## src/hadp_pkg.sv

```systemverilog
package hadp_pkg;

    // ==========================================================
    // Widths
    localparam int ADDR_W = 13;
    localparam int DATA_W = 8;
    localparam int CODE_W = 2;
    localparam int SYNC_STAGES = 2;

    // ==========================================================
    // Host function codes
    localparam logic [1:0] CODE_IDLE = 2'h3;
    localparam logic [1:0] CODE_MEMORY = 2'h2;
    localparam logic [1:0] CODE_REGISTER = 2'h1;
    localparam logic [1:0] CODE_GENERAL = 2'h0;

    // ==========================================================
    // Address layout for register-type accesses
    localparam int SLAVE_SPACE_BIT = 12;
    localparam logic [11:0] SLAVE_SELECT_LAST = 12'h003;

    // ==========================================================
    // Reset values
    localparam logic [ADDR_W-1:0] ADDR_RESET = 13'h0000;
    localparam logic [DATA_W-1:0] DATA_RESET = 8'h00;

    typedef enum logic [1:0] {
        HADP_IDLE = 2'b00,
        HADP_DECODE = 2'b01,
        HADP_WAIT = 2'b10,
        HADP_DONE = 2'b11
    } hadp_state_e;

    typedef struct packed {
        hadp_state_e state;
        logic [CODE_W-1:0] code;
        logic [ADDR_W-1:0] addr;
        logic rd;
        logic [DATA_W-1:0] dout;
        logic doe;
        logic wrStrobe;
        logic [DATA_W-1:0] wrData;
        logic intOut;
        logic intOe;
    } hadp_port_s;

    localparam hadp_port_s PORT_RESET = '{
        state: HADP_IDLE,
        code: CODE_IDLE,
        addr: ADDR_RESET,
        rd: 1'b1,
        dout: DATA_RESET,
        doe: 1'b0,
        wrStrobe: 1'b0,
        wrData: DATA_RESET,
        intOut: 1'b0,
        intOe: 1'b0
    };

endpackage : hadp_pkg

```

## src/hadp_sync.sv

```systemverilog
`timescale 1ns/100ps
`default_nettype none

module hadp_sync #(
    parameter int WIDTH = 1
) (
    input wire logic clk,
    input wire logic resetn,
    input wire logic [WIDTH-1:0] asyncIn,
    input wire logic [WIDTH-1:0] resetValue,
    output logic [WIDTH-1:0] syncOut
);

    logic [WIDTH-1:0] stage1;

    // ==========================================================
    // Two flops per bit; first stage feeds only the second
    genvar i;
    generate
        for (i = 0; i < WIDTH; i++) begin : g_bit
            always_ff @(posedge clk or negedge resetn) begin
                if (!resetn) begin
                    stage1[i] <= 1'b0;
                    syncOut[i] <= 1'b0;
                end else begin
                    stage1[i] <= asyncIn[i] ^ resetValue[i];
                    syncOut[i] <= stage1[i];
                end
            end
        end
    endgenerate

endmodule : hadp_sync

`default_nettype wire

```

## src/hadp_irq_combine.sv

```systemverilog
`timescale 1ns/100ps
`default_nettype none

module hadp_irq_combine #(
    parameter int SOURCES = 4
) (
    input wire logic [SOURCES-1:0] irqRequest,
    input wire logic [SOURCES-1:0] irqEnable,
    output logic anyEnabled
);

    // OR of every enabled request
    assign anyEnabled = |(irqRequest & irqEnable); // [RULE8]

endmodule : hadp_irq_combine

`default_nettype wire

```

## src/hadp_host_access_decode_port.sv

```systemverilog
`timescale 1ns/100ps
`default_nettype none

// Function
// [RULE1] Function code 11 is idle, 10 local memory, 01 registers or slave, 00 external PROMs.
// [RULE2] The function code comes in asynchronously and is synchronised before decoding.
// [RULE3] The host drives the read strobe low for reads and high for writes.
// [RULE4] Host ready rises once the target can take write data or has read data ready.
// [RULE5] With the code idle, host ready floats in normal mode and is driven high in pipeline.
// [RULE6] The low lane enable joins the low bytes, in pipeline only in non-memory cycles.
// [RULE7] The high lane enable joins the high bytes, in pipeline it opens the memory latch.
// [RULE8] The interrupt output is the OR of all enabled interrupt requests.
// [RULE9] After reset the interrupt output floats until it is set to drive.
// [RULE10] The general select goes low when the code asks for external PROMs or latches.
// [RULE11] Reset returns all logic to a defined passive state.
// [RULE12] The 13 address lines pick a register or a memory location by access type.
// [RULE13] The data bus is driven only for internal register reads or in tightly coupled mode.
// [RULE14] The slave select is asserted for locations 0 to 3 of the slave space.
// [RULE15] The host holds code, address and strobe until ready, then returns the code to idle.
module hadp_host_access_decode_port #(
    parameter int IRQ_SOURCES = 4
) (
    input wire logic clk,
    input wire logic resetn,
    input wire logic [1:0] hostFunctionCode,
    input wire logic hostReadStrobeN,
    input wire logic [12:0] hostAddr,
    input wire logic [7:0] hostDataIn,
    input wire logic pipelineMode,
    input wire logic tightlyCoupledMode,
    input wire logic [7:0] tightlyCoupledData,
    input wire logic targetReady,
    input wire logic [7:0] regReadData,
    input wire logic [IRQ_SOURCES-1:0] irqRequest,
    input wire logic [IRQ_SOURCES-1:0] irqEnable,
    input wire logic intDriveEnable,
    output logic hostReadyOut,
    output logic hostReadyOe,
    output logic lowLaneXcvrEnable,
    output logic highLaneXcvrEnable,
    output logic generalSelectN,
    output logic slaveSelectN,
    output logic interruptOut,
    output logic interruptOe,
    output logic [7:0] dataOut,
    output logic dataOe,
    output logic memAccess,
    output logic regAccess,
    output logic targetRequest,
    output logic accessRead,
    output logic [12:0] targetAddr,
    output logic regWriteStrobe,
    output logic [7:0] regWriteData
);

    localparam int IN_W = hadp_pkg::CODE_W + 1 + hadp_pkg::ADDR_W + hadp_pkg::DATA_W;
    localparam logic [IN_W-1:0] IN_RESET = {hadp_pkg::CODE_IDLE, 1'b1, 21'h00000};

    hadp_pkg::hadp_port_s st;
    hadp_pkg::hadp_port_s next_st;
    logic [IN_W-1:0] syncRaw;
    logic [1:0] syncCode;
    logic syncRdN;
    logic [12:0] syncAddr;
    logic [7:0] syncData;
    logic anyIrq;
    logic active;
    logic isMem;
    logic isReg;
    logic isGen;
    logic isSlave;
    logic internalReg;

    // ==========================================================
    // Input synchronisers
    hadp_sync #(
        .WIDTH(IN_W)
    ) u_sync (
        .clk(clk),
        .resetn(resetn),
        .asyncIn({hostFunctionCode, hostReadStrobeN, hostAddr, hostDataIn}), // [RULE2]
        .resetValue(IN_RESET),
        .syncOut(syncRaw)
    );

    // Sync flops reset to zero; restore the idle levels
    assign {syncCode, syncRdN, syncAddr, syncData} = syncRaw ^ IN_RESET;

    hadp_irq_combine #(
        .SOURCES(IRQ_SOURCES)
    ) u_irq (
        .irqRequest(irqRequest),
        .irqEnable(irqEnable),
        .anyEnabled(anyIrq)
    );

    // ==========================================================
    // Access type decode from the captured code
    assign active = (st.state != hadp_pkg::HADP_IDLE);
    assign isMem = active && (st.code == hadp_pkg::CODE_MEMORY); // [RULE1]
    assign isReg = active && (st.code == hadp_pkg::CODE_REGISTER); // [RULE1]
    assign isGen = active && (st.code == hadp_pkg::CODE_GENERAL); // [RULE1]
    // Address is only captured on leaving decode
    assign isSlave = isReg && (st.state != hadp_pkg::HADP_DECODE) && st.addr[hadp_pkg::SLAVE_SPACE_BIT]; // [RULE12]
    assign internalReg = isReg && !st.addr[hadp_pkg::SLAVE_SPACE_BIT]; // [RULE12]

    // ==========================================================
    // Sequencer
    always_comb begin
        next_st = st;
        next_st.wrStrobe = 1'b0;
        next_st.doe = 1'b0;
        next_st.intOut = anyIrq; // [RULE8]
        // Interrupt pin floats until enabled to drive
        next_st.intOe = intDriveEnable; // [RULE9]
        unique case (st.state)
            hadp_pkg::HADP_IDLE: begin
                if (syncCode != hadp_pkg::CODE_IDLE) begin
                    next_st.state = hadp_pkg::HADP_DECODE;
                    next_st.code = syncCode;
                end
            end
            hadp_pkg::HADP_DECODE: begin
                // Code must read the same twice to rule out a skewed edge
                if (syncCode != st.code) begin // [RULE2]
                    next_st.state = hadp_pkg::HADP_IDLE;
                    next_st.code = hadp_pkg::CODE_IDLE;
                end else begin
                    next_st.state = hadp_pkg::HADP_WAIT;
                    next_st.addr = syncAddr; // [RULE12]
                    next_st.rd = syncRdN; // [RULE3]
                    next_st.wrData = syncData;
                end
            end
            hadp_pkg::HADP_WAIT: begin
                // Internal registers answer at once, others wait on the target
                if (internalReg || targetReady) begin // [RULE4]
                    next_st.state = hadp_pkg::HADP_DONE;
                    if (internalReg && !st.rd) begin
                        next_st.dout = regReadData;
                        next_st.doe = 1'b1; // [RULE13]
                    end
                    if (internalReg && st.rd) begin
                        next_st.wrStrobe = 1'b1;
                    end
                end
            end
            hadp_pkg::HADP_DONE: begin
                // Hold ready until the host drops the code to idle
                if (syncCode == hadp_pkg::CODE_IDLE) begin
                    next_st.state = hadp_pkg::HADP_IDLE;
                    next_st.code = hadp_pkg::CODE_IDLE;
                end else begin
                    // Read data stands until the host lets go
                    next_st.doe = internalReg && !st.rd; // [RULE13]
                end
            end
        endcase
        if (tightlyCoupledMode) begin
            next_st.dout = tightlyCoupledData;
            next_st.doe = 1'b1; // [RULE13]
        end
    end

    always_ff @(posedge clk or negedge resetn) begin
        if (!resetn) begin
            st <= hadp_pkg::PORT_RESET; // [RULE11]
        end else begin
            st <= next_st;
        end
    end

    // ==========================================================
    // Pin outputs
    assign hostReadyOut = (st.state == hadp_pkg::HADP_DONE) || !active; // [RULE4]
    assign hostReadyOe = active || pipelineMode; // [RULE5]
    assign lowLaneXcvrEnable = active && (!pipelineMode || !isMem); // [RULE6]
    assign highLaneXcvrEnable = isMem; // [RULE7]
    assign generalSelectN = !isGen; // [RULE10]
    assign slaveSelectN = !(isSlave && (st.addr[11:0] <= hadp_pkg::SLAVE_SELECT_LAST)); // [RULE14]
    assign interruptOut = st.intOut;
    assign interruptOe = st.intOe;
    assign dataOut = st.dout;
    assign dataOe = st.doe;
    assign memAccess = isMem && (st.state != hadp_pkg::HADP_DECODE);
    assign regAccess = internalReg && (st.state != hadp_pkg::HADP_DECODE);
    assign targetRequest = (st.state == hadp_pkg::HADP_WAIT) && !internalReg;
    assign accessRead = !st.rd;
    assign targetAddr = st.addr;
    assign regWriteStrobe = st.wrStrobe;
    assign regWriteData = st.wrData;

    // ==========================================================
    // Checks
    chk_decode_needs_sync: assert property (@(posedge clk) disable iff (!resetn) // [RULE2]
        (st.state == hadp_pkg::HADP_DECODE && $past(st.state) == hadp_pkg::HADP_IDLE)
        |-> st.code == $past(hostFunctionCode, 3))
        else $error("decode entered without a synced request");
    chk_ready_after_target: assert property (@(posedge clk) disable iff (!resetn) // [RULE4]
        (st.state == hadp_pkg::HADP_WAIT && !internalReg && targetReady)
        |=> hostReadyOut && hostReadyOe)
        else $error("host ready missing after target ready");
    chk_ready_low_waiting: assert property (@(posedge clk) disable iff (!resetn) // [RULE4]
        (st.state == hadp_pkg::HADP_WAIT) |-> !hostReadyOut)
        else $error("host ready raised while waiting");
    chk_idle_ready_pin: assert property (@(posedge clk) disable iff (!resetn) // [RULE5]
        !active |-> (hostReadyOe == pipelineMode) && hostReadyOut)
        else $error("idle host ready drive wrong");
    chk_low_lane_pipe: assert property (@(posedge clk) disable iff (!resetn) // [RULE6]
        (pipelineMode && isMem) |-> !lowLaneXcvrEnable)
        else $error("low lane open in pipelined memory cycle");
    chk_high_lane_mem: assert property (@(posedge clk) disable iff (!resetn) // [RULE7]
        highLaneXcvrEnable |-> st.code == hadp_pkg::CODE_MEMORY && active)
        else $error("high lane open outside memory cycle");
    chk_irq_or: assert property (@(posedge clk) disable iff (!resetn) // [RULE8]
        $past(resetn) |-> interruptOut == $past(|(irqRequest & irqEnable)))
        else $error("interrupt output not the enabled OR");
    chk_irq_float: assert property (@(posedge clk) disable iff (!resetn) // [RULE9]
        !$past(intDriveEnable) |-> !interruptOe)
        else $error("interrupt driven without enable");
    chk_general_select: assert property (@(posedge clk) disable iff (!resetn) // [RULE10]
        !generalSelectN |-> active && st.code == hadp_pkg::CODE_GENERAL)
        else $error("general select outside external access");
    chk_data_drive: assert property (@(posedge clk) disable iff (!resetn) // [RULE13]
        dataOe |-> $past(tightlyCoupledMode) || (internalReg && !st.rd))
        else $error("data bus driven outside register read");
    chk_slave_range: assert property (@(posedge clk) disable iff (!resetn) // [RULE14]
        !slaveSelectN |-> isSlave && st.addr[11:2] == 10'h000)
        else $error("slave select outside locations 0 to 3");
    chk_done_held: assert property (@(posedge clk) disable iff (!resetn) // [RULE4]
        (st.state == hadp_pkg::HADP_DONE && syncCode != hadp_pkg::CODE_IDLE)
        |=> st.state == hadp_pkg::HADP_DONE)
        else $error("ready dropped before code went idle");

    // ==========================================================
    // Decode, answer and pin checks
    chk_skew_dropped: assert property (@(posedge clk) disable iff (!resetn) // [RULE2]
        (st.state == hadp_pkg::HADP_DECODE && syncCode != st.code)
        |=> st.state == hadp_pkg::HADP_IDLE)
        else $error("skewed code not dropped");
    chk_target_wait: assert property (@(posedge clk) disable iff (!resetn) // [RULE4]
        (st.state == hadp_pkg::HADP_WAIT && !internalReg && !targetReady)
        |=> st.state == hadp_pkg::HADP_WAIT && !hostReadyOut)
        else $error("host ready raised before target ready");
    chk_reg_answer: assert property (@(posedge clk) disable iff (!resetn) // [RULE4]
        (st.state == hadp_pkg::HADP_WAIT && internalReg)
        |=> st.state == hadp_pkg::HADP_DONE && hostReadyOut)
        else $error("register access not answered");
    chk_busy_ready_drive: assert property (@(posedge clk) disable iff (!resetn) // [RULE5]
        active
        |-> hostReadyOe)
        else $error("host ready floating during access");
    chk_low_lane_open: assert property (@(posedge clk) disable iff (!resetn) // [RULE6]
        (active && !(pipelineMode && st.code == hadp_pkg::CODE_MEMORY))
        |-> lowLaneXcvrEnable)
        else $error("low lane closed during access");
    chk_high_lane_open: assert property (@(posedge clk) disable iff (!resetn) // [RULE7]
        (active && st.code == hadp_pkg::CODE_MEMORY)
        |-> highLaneXcvrEnable)
        else $error("high lane closed in memory cycle");
    chk_general_open: assert property (@(posedge clk) disable iff (!resetn) // [RULE10]
        (active && st.code == hadp_pkg::CODE_GENERAL)
        |-> !generalSelectN)
        else $error("general select missing");
    chk_slave_open: assert property (@(posedge clk) disable iff (!resetn) // [RULE14]
        (isReg && st.state != hadp_pkg::HADP_DECODE && st.addr[12:2] == 11'h400)
        |-> !slaveSelectN)
        else $error("slave select missing for locations 0 to 3");
    chk_write_pulse: assert property (@(posedge clk) disable iff (!resetn) // [RULE3]
        regWriteStrobe
        |-> regAccess && !accessRead && st.state == hadp_pkg::HADP_DONE)
        else $error("register write outside a write access");
    chk_read_data: assert property (@(posedge clk) disable iff (!resetn) // [RULE13]
        (st.state == hadp_pkg::HADP_WAIT && internalReg && !st.rd && !tightlyCoupledMode)
        |=> dataOe && dataOut == $past(regReadData))
        else $error("register read data not driven");
    chk_irq_drive: assert property (@(posedge clk) disable iff (!resetn) // [RULE9]
        ($past(resetn) && $past(intDriveEnable))
        |-> interruptOe)
        else $error("interrupt not driven when enabled");
    chk_idle_passive: assert property (@(posedge clk) disable iff (!resetn) // [RULE11]
        !active
        |-> !lowLaneXcvrEnable && !highLaneXcvrEnable && generalSelectN && slaveSelectN)
        else $error("idle outputs not passive");

    cov_mem_access: cover property (@(posedge clk) disable iff (!resetn)
        isMem ##1 (st.state == hadp_pkg::HADP_DONE));
    cov_reg_read: cover property (@(posedge clk) disable iff (!resetn)
        internalReg && dataOe);
    cov_slave_select: cover property (@(posedge clk) disable iff (!resetn)
        !slaveSelectN && hostReadyOut);
    cov_general_write: cover property (@(posedge clk) disable iff (!resetn)
        !generalSelectN && st.rd && hostReadyOut);
    cov_pipe_latch: cover property (@(posedge clk) disable iff (!resetn)
        highLaneXcvrEnable && pipelineMode && !lowLaneXcvrEnable);

endmodule : hadp_host_access_decode_port

`default_nettype wire

```

## config.mk

```make
export PLATFORM = sky130hd
export DESIGN_NAME = hadp_host_access_decode_port
export DESIGN_NICKNAME = d
export VERILOG_FILES = /design/src/hadp_pkg.sv /design/src/hadp_sync.sv /design/src/hadp_irq_combine.sv /design/src/hadp_host_access_decode_port.sv
export SDC_FILE = /design/constraint.sdc
export NUM_CORES = 1
export LEC_CHECK = 0
export BUFFER_PORTS_ARGS = -buffer_cell sky130_fd_sc_hd__buf_2
export CAP_MARGIN = 5
export CORE_ASPECT_RATIO = 0.75
export CORE_MARGIN = 5
export CORE_UTILIZATION = 47
export DETAILED_ROUTE_END_ITERATION = 12
export PLACE_DENSITY = 0.84
export SETUP_SLACK_MARGIN = 0.2
export SYNTH_ARGS = -nofsm -noshare
export SYNTH_HDL_FRONTEND = slang
export SYNTH_HIERARCHICAL = 1
export SYNTH_SLANG_ARGS = --single-unit
```

## constraint.sdc

```tcl
create_clock -name clk -period 1.95 [get_ports clk]
set_input_delay 0.39 -clock clk [delete_from_list [all_inputs] [get_ports clk]]
set_output_delay 0.39 -clock clk [all_outputs]
set_load 0.1 [all_outputs]
```

==> reports/qor.csv <==
metric;value;unit
final setup fails;6;
Die Footprint;9290;um2
YS warnings;6;
met1 Resource Use GR;18.5;%
final std cells w/o fill;476;
CTS Buf Count;9;
# IOs;97;
Die H;84.7;um
Worst Setup Path Type;register to output pin;
nets;428;
worst-case clock buffer depth;2;
Mapped Cells;255;
power per cell area;1780;nW/um2
DRT iter0 DRCs;77;
largest net degree at the start of global routing;46;
half-perimeter wire length after placement;4.83;mm
count leader, synth;dfrtp_1;
RD Place Congestion;0.786;
met3 Usage GRT;5.07;%
max cap viols;0;
Async S/R FF share, synth;100;%
worst endpoint required time;1.56;ns
Global Route Usage Sum;15.3;%
Slew Viols, Final;0;
Routed wire per std cell;14.9;um
commonest cells in the netlist;83 x dfrtp_1, 30 x buf_4, 26 x xor2_1;
Reg clk slew, reported paths;0.09;ns
Area after DPL;4140;um2
Mapped Area;3500;um2
Root Driver;clkbuf_8;
DRT antenna net count;0;
RSZ-0062 raised after global routing;true;
vias;2201;
Synth cell types;38;
failing checks;setup timing;
fmax;0.467;GHz
initial antenna violation count;1;
Slew headroom;63.7;%
# clock sinks;86;
arrival time at the worst endpoint;1.75;ns
Synth top area share;59.4;%
status;finished with violations;
Static Leak;2.24;nW
Inst Count DP;445;
synth top area cells;dfrtp_1 59%, mux2_4 7.7%, xor2_1 6.5%, buf_4 6.4%, dfstp_2 2.3%;
CTS H-tree lvls;3;
vias per std cell;4.62;
met2 GRT Util;24.6;%
Die Wd;110;um
Final Hold Fails;0;
first-pass GRT wire length;10.8;mm
final instance area;4700;um2
CP max FO;3;
Setup WS post-layout;-0.190;ns
core area;7300;um2
# diodes;0;
worst-case clock skew;0.00702;ns
busiest metal layer after global routing;met2;
leading area contributor after synthesis;dfrtp_1;
Least-Margin Pin Slew;0.544;ns
DRT Pass-1 Iters;4;
setup TNS;-0.786;ns
layout cell share with drive strength beyond 1;50.9;%
GRT Residual Overflow;0;
Startpoint Class;register;
post-synthesis sequential area ratio;61.6;%
area grow syn2layout;34.3;%
Post-synth EDFFs;0;
flops & latches, synth;86;
I/O Buffers;96;
ratio of final minimum period to clock period;110;%
WL final;7.07;mm
Initial Util;47.9;%
worst hold path type;input pin to async pin;
crit end category;output pin;
clock latency on the worst-skew pair;0.34;ns
vias in the first global route;2271;
num rows;27;
syn avg cell area;13.7;um2
Peak supply drop;0.000868;V
min cycle time layout;2.14;ns
Synth Flop Type;dfrtp_1;
# DRC;0;
CTS tree;done;
==> timing repair <==
action | 4_1_cts | 5_1_grt
pin swaps | 5 | 20
hold endpoints to repair | 0 | 0
cloned | 0 | 1
resized for setup | 16 | 38
hold buffers | 0 | 0
buffers inserted | 8 | 6
setup endpoints to repair | 18 | 22
==> layout by cell type (no fill, tap or decap), types with 6 or more instances in the layout <==
cell and instances:
nor2_1 8, clkbuf_8 9, mux2_4 18, xor2_1 26, conb_1 24, buf_4 16, buf_2 84, buf_12 12
a31oi_1 8, dfrtp_1 83, o21ai_1 6
==> critical path, cell delays in order (launching register included) <==
cell	delay, ns
dfrtp_1	0.38
inv_2	0.06
ha_4	0.17
or4b_4	0.50
nor2_4	0.14
buf_12	0.18
==> cells by family (layout without fill, tap and decap cells) <==
logic type	count (synthesis)	count (layout)	share of synthesized area [%]
AND/OR/NAND/NOR	43	43	7.51
AO/OA/AOI/OAI	26	26	4.65
other	2	24	0.215
XOR/XNOR	26	26	6.51
adder cells (fa/ha/maj)	4	4	1.43
multiplexers	23	23	9.26
flip-flops	86	86	61.6
buffers and inverters	45	143	8.80
==> final timing paths <==
check / slack, ns / from / cells past startpoint / to
worst max-delay path: -0.19 / register / 5 / regAccess
worst min-delay path: 0.02 / resetn / 1 / targetAddr[8]
worst max register to register: 0.08 / st[35] / 4 / regWriteData[6]
worst min register to register: 0.35 / u_sync/stage1[16] / 0 / u_sync/syncOut[16]
max in group asynchronous: 1.30 / resetn / 2 / u_sync/stage1[21]
min in group clk: 0.16 / intDriveEnable / 1 / interruptOe
==> final cells by class <==
class,count,area (um2)
Fill cell,564,2600
Tap cell,101,126
Timing Repair Buffer,120,885
Clock buffer,10,128
Multi-Input combinational cell,146,1330
Clock inverter,6,46.3
Sequential cell,86,2160
Inverter,7,26.3
==> stage by stage <==
| stage | power [mW] | hold slack [ns] | util, % | setup WS [ns] |
|---|---|---|---|---|
| 5_1_grt | 8.71 | 0.0461 | 64.4 | -0.276 |
| 4_1_cts | 8.04 | 0.0223 | 61.0 | -0.216 |
| 3_5_place_dp | 6.70 | 0.335 | 56.8 | 0.0697 |
| 3_3_place_gp | 6.63 | 0.332 | 56.8 | 0.0984 |
| 6_report | 8.35 | 0.0237 | 64.4 | -0.190 |
| 2_1_floorplan | 6.26 | 0.0944 | - | -0.723 |
==> flip-flops by register name (all words and copies together) (netlist names), named ones only <==
signal	cells
interruptOut	1
targetAddr	13
interruptOe	1
regWriteStrobe	1
dataOut	8
regWriteData	8
st	4
dataOe	1
u_sync/stage1	24
u_sync/syncOut	24
==> layer usage <==
layer	part of all wire, %	wire length [um]	up-vias
met1	42	2980	1065
met4	1.4	99	2
li1	-	-	1043
met3	6.9	488	11
met5	0.18	13	-
met2	49	3490	80
==> power breakdown <==
group	leakage, nW	switching, mW	internal, mW	total (mW)
combinational	1.16	3.27	1.49	4.75
sequential	1.00	0.322	2.20	2.52
clock	0.0829	0.607	0.469	1.08
No activity file was read; power rests on OpenSTA's default activity.
